### config.mk
export PLATFORM = sky130hd
export DESIGN_NAME = hbgd_sequencer
export DESIGN_NICKNAME = d
export VERILOG_FILES = /design/src/hbgd_pkg.sv /design/src/hbgd_sync.sv /design/src/hbgd_sequencer.sv
export SDC_FILE = /design/constraint.sdc
export NUM_CORES = 1
export LEC_CHECK = 0
export ABC_CLOCK_PERIOD_IN_PS = 2600
export CAP_MARGIN = 20
export CORE_ASPECT_RATIO = 1.25
export CORE_UTILIZATION = 55
export DETAILED_ROUTE_END_ITERATION = 16
export DONT_BUFFER_PORTS = 1
export PLACE_DENSITY = 0.81
export SLEW_MARGIN = 20
export SYNTH_ARGS = -nofsm -noshare
export SYNTH_HDL_FRONTEND = slang
export SYNTH_SLANG_ARGS = --single-unit
### constraint.sdc
create_clock -name clk -period 2.6 [get_ports clk]
set_clock_uncertainty 0.05 [all_clocks]
set_input_delay 0.39 -clock clk [delete_from_list [all_inputs] [get_ports clk]]
set_output_delay 0.39 -clock clk [all_outputs]
set_load 0.01 [all_outputs]
### src/hbgd_pkg.sv
// Package for the half-bridge gate drive sequencer
`default_nettype none
package hbgd_pkg;
	// Widths and default counts
	localparam int unsigned HBGD_TMR_W          = 16;
	localparam int unsigned HBGD_CLK_MHZ        = 250;
	localparam int unsigned HBGD_DRIVE_NS       = 4000;
	localparam logic [15:0] HBGD_DRIVE_CYC_RST  = 16'(HBGD_DRIVE_NS * HBGD_CLK_MHZ / 1000);
	localparam logic [7:0]  HBGD_CMP_CFG_RST    = 8'h00;

	// Stage drive for one gate
	typedef struct packed {
		logic strong_src;
		logic hold_src;
		logic strong_pd;
		logic weak_pd;
	} hbgd_drive_s;

	// Comparator results for one gate
	typedef struct packed {
		logic vgs_high;
		logic vds_over;
	} hbgd_mon_s;

	// Per-gate drive phases
	typedef enum logic [2:0] {
		HBGD_OFF,
		HBGD_WAIT,
		HBGD_STRONG,
		HBGD_HOLD,
		HBGD_FAULT
	} hbgd_state_e;
endpackage : hbgd_pkg
`default_nettype wire

### src/hbgd_sync.sv
// Two-flop synchroniser for a bus of pin inputs
`default_nettype none
module hbgd_sync #(
	parameter int unsigned W = 1
) (
	// Clock and reset
	input  wire logic         clk,
	input  wire logic         rstn,
	// Data
	input  wire logic [W-1:0] d,
	output logic      [W-1:0] q
);
	timeunit 1ns;
	timeprecision 1ps;
	logic [W-1:0] meta;

	// Two stages, first read only by the second
	always_ff @(posedge clk or negedge rstn)
	begin
		if (!rstn)
		begin
			meta <= '0;
			q    <= '0;
		end
		else
		begin
			meta <= d;
			q    <= meta;
		end
	end
endmodule : hbgd_sync
`default_nettype wire

### src/hbgd_sequencer.sv
// Half-bridge gate drive sequencer top
//
// Behaviour
// - Turn on a switch only after the opposite gate monitor reads off.
// - Handshake both directions; dead time follows monitor feedback.
// - On turn-on command apply strong source and start drive timer.
// - Gate not risen at timer expiry: flag fault and disable gate.
// - Timer expiry without fault: switch to small holding current.
// - Keep strong low-side pulldown while high-side drain-source slews.
// - After switching period drop strong pulldown, keep weak pulldown.
// - Each gate has drain-source and gate-source comparators for faults.
// - Comparator settings from serial config or hardwired pins, selectable.
`default_nettype none
module hbgd_sequencer
	import hbgd_pkg::*;
#(
	parameter logic [HBGD_TMR_W-1:0] DRIVE_CYC = HBGD_DRIVE_CYC_RST
) (
	// Clock and reset
	input  wire logic                  clk,
	input  wire logic                  rstn,
	// Commands (pins)
	input  wire logic                  cmd_hs,
	input  wire logic                  cmd_ls,
	input  wire logic                  fault_clear,
	// Drive timer setting
	input  wire logic [HBGD_TMR_W-1:0] strong_drive_timer,
	input  wire logic                  timer_use_cfg,
	// Comparator configuration sources
	input  wire logic [7:0]            cmp_cfg_serial,
	input  wire logic [7:0]            cmp_cfg_pins,
	input  wire logic                  cmp_cfg_sel_serial,
	// Monitors (pins) and slew indication
	input  wire hbgd_mon_s             mon_hs,
	input  wire hbgd_mon_s             mon_ls,
	input  wire logic                  hs_vds_slewing,
	// Gate stage drive
	output hbgd_drive_s                drv_hs,
	output hbgd_drive_s                drv_ls,
	// Status
	output logic                       gate_fault_hs,
	output logic                       gate_fault_ls,
	output logic                       overcurrent_hs,
	output logic                       overcurrent_ls,
	output logic [7:0]                 cmp_cfg
);
	timeunit 1ns;
	timeprecision 1ps;
	// Synchronised pin inputs
	localparam int unsigned NSYNC = 8;
	logic [NSYNC-1:0] raw_in;
	logic [NSYNC-1:0] syn_in;
	assign raw_in = {cmd_hs, cmd_ls, fault_clear, mon_hs, mon_ls, hs_vds_slewing};

	hbgd_sync #(.W(NSYNC)) u_sync (
		.clk  (clk),
		.rstn (rstn),
		.d    (raw_in),
		.q    (syn_in)
	);

	logic      s_cmd [2];
	logic      s_clr;
	hbgd_mon_s s_mon [2];
	logic      s_slew;
	assign s_cmd[1] = syn_in[7];
	assign s_cmd[0] = syn_in[6];
	assign s_clr    = syn_in[5];
	assign s_mon[1] = syn_in[4:3];
	assign s_mon[0] = syn_in[2:1];
	assign s_slew   = syn_in[0];

	// Effective drive timer length, never zero
	logic [HBGD_TMR_W-1:0] tmr_len;
	assign tmr_len = (timer_use_cfg && strong_drive_timer != '0) ? strong_drive_timer : DRIVE_CYC;

	// Per-gate state, index 1 high side, 0 low side
	hbgd_state_e           state      [2];
	hbgd_state_e           next_state [2];
	logic [HBGD_TMR_W-1:0] tmr        [2];
	logic [HBGD_TMR_W-1:0] next_tmr   [2];
	logic                  flt        [2];
	logic                  next_flt   [2];
	hbgd_drive_s           drv        [2];
	hbgd_drive_s           next_drv   [2];
	logic                  oc         [2];
	logic                  next_oc    [2];

	// Strong low-side pulldown window while high side slews
	logic pd_hold;
	logic next_pd_hold;

	genvar g;
	generate
		for (g = 0; g < 2; g++)
		begin : g_gate
			// Next-state logic for one gate
			always_comb
			begin
				next_state[g] = state[g];
				next_tmr[g]   = tmr[g];
				next_flt[g]   = flt[g];
				next_oc[g]    = s_mon[g].vds_over & (state[g] == HBGD_HOLD);
				case (state[g])
					HBGD_OFF:
					begin
						if (s_cmd[g] && !s_cmd[1-g] && !flt[g])
							next_state[g] = HBGD_WAIT;
					end
					HBGD_WAIT:
					begin
						if (!s_cmd[g])
							next_state[g] = HBGD_OFF;
						else if (state[1-g] == HBGD_OFF && !s_mon[1-g].vgs_high)
						begin
							next_state[g] = HBGD_STRONG;
							next_tmr[g]   = tmr_len;
						end
					end
					HBGD_STRONG:
					begin
						if (!s_cmd[g])
							next_state[g] = HBGD_OFF;
						else if (tmr[g] > 16'h0001)
							next_tmr[g] = tmr[g] - 16'h0001;
						else if (!s_mon[g].vgs_high)
						begin
							next_state[g] = HBGD_FAULT;
							next_flt[g]   = 1'b1;
						end
						else
							next_state[g] = HBGD_HOLD;
					end
					HBGD_HOLD:
					begin
						if (!s_cmd[g])
							next_state[g] = HBGD_OFF;
					end
					HBGD_FAULT:
					begin
						if (s_clr)
						begin
							next_state[g] = HBGD_OFF;
							next_flt[g]   = 1'b0;
						end
					end
					default:
						next_state[g] = HBGD_OFF;
				endcase
			end

			// Stage outputs from next state
			always_comb
			begin
				next_drv[g]            = '0;
				next_drv[g].strong_src = (next_state[g] == HBGD_STRONG);
				next_drv[g].hold_src   = (next_state[g] == HBGD_HOLD);
				next_drv[g].weak_pd    = !(next_state[g] == HBGD_STRONG || next_state[g] == HBGD_HOLD);
				if (g == 0 && next_pd_hold && next_drv[g].weak_pd)
				begin
					next_drv[g].strong_pd = 1'b1;
					next_drv[g].weak_pd   = 1'b0;
				end
			end

			// Registers for one gate
			always_ff @(posedge clk or negedge rstn)
			begin
				if (!rstn)
				begin
					state[g] <= HBGD_OFF;
					tmr[g]   <= '0;
					flt[g]   <= 1'b0;
					drv[g]   <= '0;
					oc[g]    <= 1'b0;
				end
				else
				begin
					state[g] <= next_state[g];
					tmr[g]   <= next_tmr[g];
					flt[g]   <= next_flt[g];
					drv[g]   <= next_drv[g];
					oc[g]    <= next_oc[g];
				end
			end
		end
	endgenerate

	// Strong pulldown held from high-side turn-on until slewing and the strong phase have both ended, or the high side goes off or faults
	always_comb
	begin
		next_pd_hold = pd_hold;
		if (next_state[1] == HBGD_STRONG && state[1] != HBGD_STRONG)
			next_pd_hold = 1'b1;
		else if (pd_hold && !s_slew && state[1] != HBGD_STRONG)
			next_pd_hold = 1'b0;
		else if (next_state[1] == HBGD_OFF || next_state[1] == HBGD_FAULT)
			next_pd_hold = 1'b0;
	end

	// Comparator configuration source select
	logic [7:0] next_cmp_cfg;
	assign next_cmp_cfg = cmp_cfg_sel_serial ? cmp_cfg_serial : cmp_cfg_pins;

	always_ff @(posedge clk or negedge rstn)
	begin
		if (!rstn)
		begin
			pd_hold <= 1'b0;
			cmp_cfg <= HBGD_CMP_CFG_RST;
		end
		else
		begin
			pd_hold <= next_pd_hold;
			cmp_cfg <= next_cmp_cfg;
		end
	end

	// Outputs
	assign drv_hs         = drv[1];
	assign drv_ls         = drv[0];
	assign gate_fault_hs  = flt[1];
	assign gate_fault_ls  = flt[0];
	assign overcurrent_hs = oc[1];
	assign overcurrent_ls = oc[0];
endmodule : hbgd_sequencer
`default_nettype wire

==> impl_metrics.tcl, run 1 <==
set metrics [dict create \
    cts_tree "done" \
    p_total_mw 3.50 \
    cts_made_buffers 9 \
    track_usage_pct 27.0 \
    cpPeakStageDelay_ps 490 \
    async_flop_share_pct 100 \
    fin_cells 498 \
    cp_cell_sequence "inv_1, ha_1, o2111a_1, or4b_4, nand2_4, inv_4, nand2b_4, inv_4, a221oi_2" \
    period_share_pct 93.3 \
    holdPathStages 1 \
    critPathSlowestCell "or4b_4" \
    p_leak_nw 1.75 \
    tns_ps 0 \
    hold_start "cmp_cfg_pins[6]" \
    first_iter_violations 341 \
    cp-start-kind "register" \
    relSlewSlack_pct 57.1 \
    power_density_nw_per_um2 827 \
    synth_cell_types 64 \
    finalWirelength_um 9200 \
    worstMarginPinSlew_ps 644 \
    synth_compound_area_share_pct 22.3 \
    n_antenna_cell 0 \
    dpl.cell_count 473 \
    rsz0062_at_grt "no" \
    whs_endpoint "cmp_cfg[6]" \
    r2r-end "tmr[11]" \
    hold_class "input pin to register" \
    met1_length_um 3680 \
    wl_met3_um 749 \
    clkTransAtPathRegs_ps 80 \
    vias 3232 \
    crit_required_ps 2810 \
    worstSetupEndpointType "register" \
    ant_nets 0 \
    drv_slew 0 \
    hold_viol_final 0 \
    fillers 517 \
    grt_pass1_vias 3069 \
    dr_wl_met2_um 4520 \
    gr-total-overflow 0 \
    synth_top_area_share_pct 49.3 \
    viasPerCell 6.49 \
    cts.sinks 74 \
    row_count 33 \
    synth_area_leaders "dfrtp_1 49%, a21oi_1 5.5%, o21ai_0 4.9%, nor2_1 3.9%, o31ai_1 2.6%" \
    ys_ff_latch 74 \
    port_buffers 0 \
    synthFlopType "dfrtp_1" \
    arrival_ps 2630 \
    coreArea_um2 6570 \
    register_area_um2 1850 \
    die_area_um2 7160 \
    clk_latency_ps 350 \
    wl_per_cell_um 18.5 \
    yosys-top-cells-count "74 x dfrtp_1, 41 x a21oi_1, 39 x nor2_1" \
    synth_area_leader_cell "dfrtp_1" \
    grt_pass1_wl_um 14800 \
    synth_xor_area_share_pct 0 \
    synthCells 388 \
    yosys_warnings 0 \
    grt_max_degree 75 \
    synth_top_family_by_area "compound AO/OA/AOI/OAI gates" \
    maxClockFrequency_ghz 0.412 \
    critical_path_class "register to register" \
    yosys.area_share.simple_pct 19.9 \
    syn_avg_cell_area_um2 9.68 \
    multiInputGateArea_um2 1740 \
    htreeDepth 3 \
    fin_nets 455 \
    ff2ff_setup_slack_ps 170 \
    synth-edff-count 0 \
    timing.rr.start "tmr[0]" \
    syn_area_um2 3750 \
    status "complete, no violations" \
    r2r_cells 9 \
    antenna_found_initial 0 \
    root_buffer "clkbuf_8" \
    dpl.hpwl_um 6520 \
    place.gp.congestion 0.982 \
    clk_path_buf_depth 2 \
    io_pins 64 \
    first_pass_iters 5 \
    cp_common_cell "inv_4" \
    maxCapViolCount 0 \
    min_period_ps 2430 \
    drc 0 \
    layout-drive-gt1-share_pct 14.4 \
    ir_drop_v 0.000465 \
    crit_fanout 12 \
    die_y_um 94.4 \
    post_cts_buffers 0 \
    highest_layer "met4" \
    syn_nets 436 \
    area_growth_pct 12.8 \
    synth_most_common_cell "dfrtp_1" \
    start_util_pct 57.2 \
    ys_seq_area_share_pct 49.3 \
    die_width_um 75.9 \
    synthMuxAreaShare_pct 2.67 \
    finalSetupViolCount 0 \
    synthAdderAreaFrac_pct 1.33 \
]
[worst max-delay path by stage]
| stage | end | cells past startpoint | startpoint | slack, ps |
|---|---|---|---|---|
| after floorplan | tmr[28] | 8 | tmr[16] | 350 |
| final | tmr[11] | 9 | tmr[0] | 170 |
| after global routing | tmr[6] | 8 | tmr[0] | 20 |
| after CTS | tmr[11] | 9 | tmr[1] | 190 |
| after global placement | tmr[30] | 9 | tmr[16] | 260 |
| after detailed placement | tmr[26] | 9 | tmr[16] | 200 |
[cell type report]
cell class | count | share of cell area (%)
clock buffers | 10 | 3.25
clock inverters | 5 | 1.86
inverters | 18 | 1.71
multi-input cells | 277 | 41.1
flip-flops and latches | 74 | 43.7
well taps | 87 | 2.57
repair buffers | 27 | 5.79
[where the power goes]
part	switching [mW]	total (mW)	internal, mW
clock	0.419	0.979	0.559
sequential	0.310	1.72	1.41
combinational	0.455	0.800	0.345
[what timing repair did]
| action | in CTS | in global routing |
|---|---|---|
| gates resized for setup | 0 | 2 |
| hold endpoints to repair | 79 | 3 |
| endpoints found under the setup margin | 0 | 1 |
| hold buffers | 7 | 3 |
[logic make-up after synthesis]
kind of cell	Yosys count
multiplexers	9
buffers and inverters	37
flip-flops	74
AO/OA/AOI/OAI	133
AND/OR/NAND/NOR	130
other	1
adder cells (fa/ha/maj)	4
[per-layer routing]
| metal | track usage, % | up-vias |
|---|---|---|
| met3 | 7.54 | 33 |
| met5 | 0 | - |
| met2 | 44.9 | 174 |
| li1 | - | 1486 |
| met4 | 12.0 | 0 |
| met1 | 33.1 | 1539 |
[cell usage in the layout, fill, tap and decap left out, types with 3 or more instances in the layout]
cell type,synthesis,final
or4_1,4,4
or3_1,4,4
dlygate4sd3_1,0,9
dfrtp_1,74,73
nor3_1,18,18
a31oi_1,5,5
ha_1,4,4
nor4_1,9,9
and2_1,3,3
a22oi_1,3,3
clkbuf_8,0,10
inv_1,16,16
o22ai_1,3,3
nor3b_1,4,4
nand3_1,10,10
nor4_2,3,3
a21oi_1,41,41
a21boi_0,3,3
a32oi_1,8,8
nand2_1,16,16
mux2_2,8,8
buf_4,3,17
o31ai_1,13,13
nor2_1,39,39
o21ai_0,37,36
[registers in the layout (all words and copies together), names as in the netlist, 3 cells and up]
signal       count
tmr             32
cmp_cfg          8
u_sync.meta      8
u_sync.q         8
state            6
drv_ls           4
drv_hs           3
[metrics by stage]
stage | area [µm²] | hold slack, ps | worst slack, ps | utilization (%)
2_1_floorplan | 3750 | 44.4 | 351 | -
3_3_place_gp | 3900 | 45.7 | 258 | 59.4
3_5_place_dp | 3900 | 46.3 | 201 | 59.4
4_1_cts | 4210 | 1.65 | 191 | 64.1
5_1_grt | 4240 | 115 | 15.5 | 64.5
6_report | 4240 | 140 | 174 | 64.5
[worst max-delay path, delay by kind of cell (launching register included)]
family / cells / cell delay, ps
fa+ha+maj: 1 / 230
simple gates: 3 / 800
buf+inv: 3 / 250
compound gates: 2 / 560
flops: 1 / 430
No activity file was read; power rests on OpenSTA's default activity.
==> run 2, diff against run 1 <==
Settings changed: RECOVER_POWER set to 25.
==> run 2 against run 1 <==
  * The run now ends with max-capacitance violations, max-slew violations left
  * Sequential power about the same
  * Register-to-register slack about the same
  * Combinational power about the same
  * Non-clock buffer count unchanged
  * Worst hold slack worse by 0.98 ps
  * Final area fell by 0.62%
  * Sequential share of layout area up 0.27 points
  * Total power is essentially flat
  * Clock power about the same
  * Final cell count unchanged
==> impl_metrics.tcl, run 2 (synthesis gave the netlist of run 1 again) <==
set metrics [dict create \
    status "complete, but fails checks" \
    violations "max-capacitance violations, max-slew violations" \
    worstMarginPinSlew_ps 1600 \
    start_util_pct 57.2 \
    io_pins 64 \
    die_width_um 75.9 \
    root_buffer "clkbuf_8" \
    mostFrequentLayoutCells "73 x dfrtp_1, 41 x a21oi_1, 39 x nor2_1" \
    track_usage_pct 27.0 \
    vias 3254 \
    regMostFlops "tmr" \
    tns_ps 0 \
    clk_path_buf_depth 2 \
    gr-total-overflow 0 \
    rsz0062_at_grt "no" \
    grt_pass1_wl_um 14800 \
    ant_nets 0 \
    fin_nets 455 \
    critical_path_class "register to register" \
    port_buffers 0 \
    min_period_ps 2430 \
    first_pass_iters 6 \
    arrival_ps 2640 \
    cts_made_buffers 9 \
    grt_use_met1_pct 33.1 \
    relSlewSlack_pct -6.34 \
    grt_pass1_vias 3069 \
    grtUsageMet2_pct 44.9 \
    finalSetupViolCount 0 \
    largest_reg_flops 32 \
    cts_tree "done" \
    worstSetupEndpointType "register" \
    finalWirelength_um 9280 \
    layout-drive-gt1-share_pct 14.1 \
    critPathSlowestCell "or4b_4" \
    maxCapViolCount 1 \
    n_antenna_cell 0 \
    cpPeakStageDelay_ps 490 \
    drc 0 \
    final_common_cell "dfrtp_1" \
    period_share_pct 93.6 \
    p_leak_nw 1.74 \
    post_cts_buffers 0 \
    clkTransAtPathRegs_ps 80 \
    grt-busiest-layer "met2" \
    place.gp.congestion 0.982 \
    placed_area_um2 3900 \
    crit_fanout 12 \
    dpl.hpwl_um 6520 \
    maxClockFrequency_ghz 0.411 \
    first_iter_violations 323 \
    viasPerCell 6.53 \
    fillers 519 \
    hold_class "input pin to register" \
    row_count 33 \
    cp_common_cell "inv_4" \
    wl_per_cell_um 18.6 \
    design_area_um2 4210 \
    coreArea_um2 6570 \
    ir_drop_v 0.000464 \
    grt_max_degree 75 \
    clk_latency_ps 350 \
    crit_required_ps 2810 \
    antenna_found_initial 0 \
    p_total_mw 3.50 \
    cp_cell_sequence "inv_1, ha_1, o2111a_1, or4b_4, nand2_4, inv_4, nand2b_4, inv_4, a221oi_2" \
    area_growth_pct 12.1 \
    htreeDepth 3 \
    drv_slew 75 \
    power_density_nw_per_um2 831 \
    cp-start-kind "register" \
    die_y_um 94.4 \
    cts.sinks 74 \
    hold_viol_final 0 \
    use_met3_pct 7.54 \
    die_area_um2 7160 \
]
[run 2: cell count changes in the layout (fill, tap and decap cells not counted)]
cell / change
buf_4: -1
buf_2: +1
clkbuf_1: +1
buf_16: -1
[run 2: repair_timing]
| action | CTS | global route |
|---|---|---|
| endpoints found under the hold margin | 79 | 3 |
| endpoints found under the setup margin | 0 | 1 |
| resized for setup | 0 | 2 |
| hold buffers | 7 | 3 |
[run 2: per-stage QoR]
step,hold slack (ps),util [%],setup WS [ps],std cells
3_5_place_dp,46.3,59.4,201,473
2_1_floorplan,44.4,-,351,388
3_3_place_gp,45.7,59.4,258,473
6_report,139,64.1,167,498
5_1_grt,115,64.1,15.5,498
4_1_cts,1.65,64.1,191,495
[run 2: final timing paths]
check	cells after the start	slack (ps)	end	startpoint
setup / recovery	9	170	tmr[11]	tmr[0]
hold / removal	1	140	cmp_cfg[6]	cmp_cfg_pins[6]
setup reg to reg	9	170	tmr[11]	tmr[0]
hold reg to reg	0	300	u_sync.q[5]	u_sync.meta[5]
max in group asynchronous	2	470	tmr[16]	rstn
min in group asynchronous	2	970	tmr[12]	rstn
[run 2: area by class of cell]
| cell class | instances | area (µm²) | share of cell area, % |
|---|---|---|---|
| flip-flops and latches | 74 | 1850 | 44.0 |
| repair buffers | 27 | 219 | 5.20 |
| inverters | 18 | 72.6 | 1.72 |
| well taps | 87 | 109 | 2.59 |
| clock inverters | 5 | 78.8 | 1.87 |
| clock buffers | 10 | 138 | 3.27 |
| multi-input cells | 277 | 1740 | 41.3 |
[run 2: where the power goes]
group          switching, mW  internal (mW)  leakage [nW]
logic                  0.457          0.340         0.730
registers              0.310           1.41         0.895
clock network          0.422          0.559         0.112
[run 2: worst max-delay path, delay by kind of cell, from the launching register on]
kind / cells / cell delay (ps)
buffers and inverters: 3 / 260
AOI/OAI and AO/OA: 2 / 560
adders and majority gates: 1 / 240
DFF: 1 / 430
and+or+nand+nor: 3 / 800
[run 2: per-layer routing]
metal | up-vias | wire length (µm)
met5 | - | 0
met3 | 35 | 774
li1 | 1484 | -
met1 | 1558 | 3680
met4 | 0 | 309
met2 | 177 | 4510
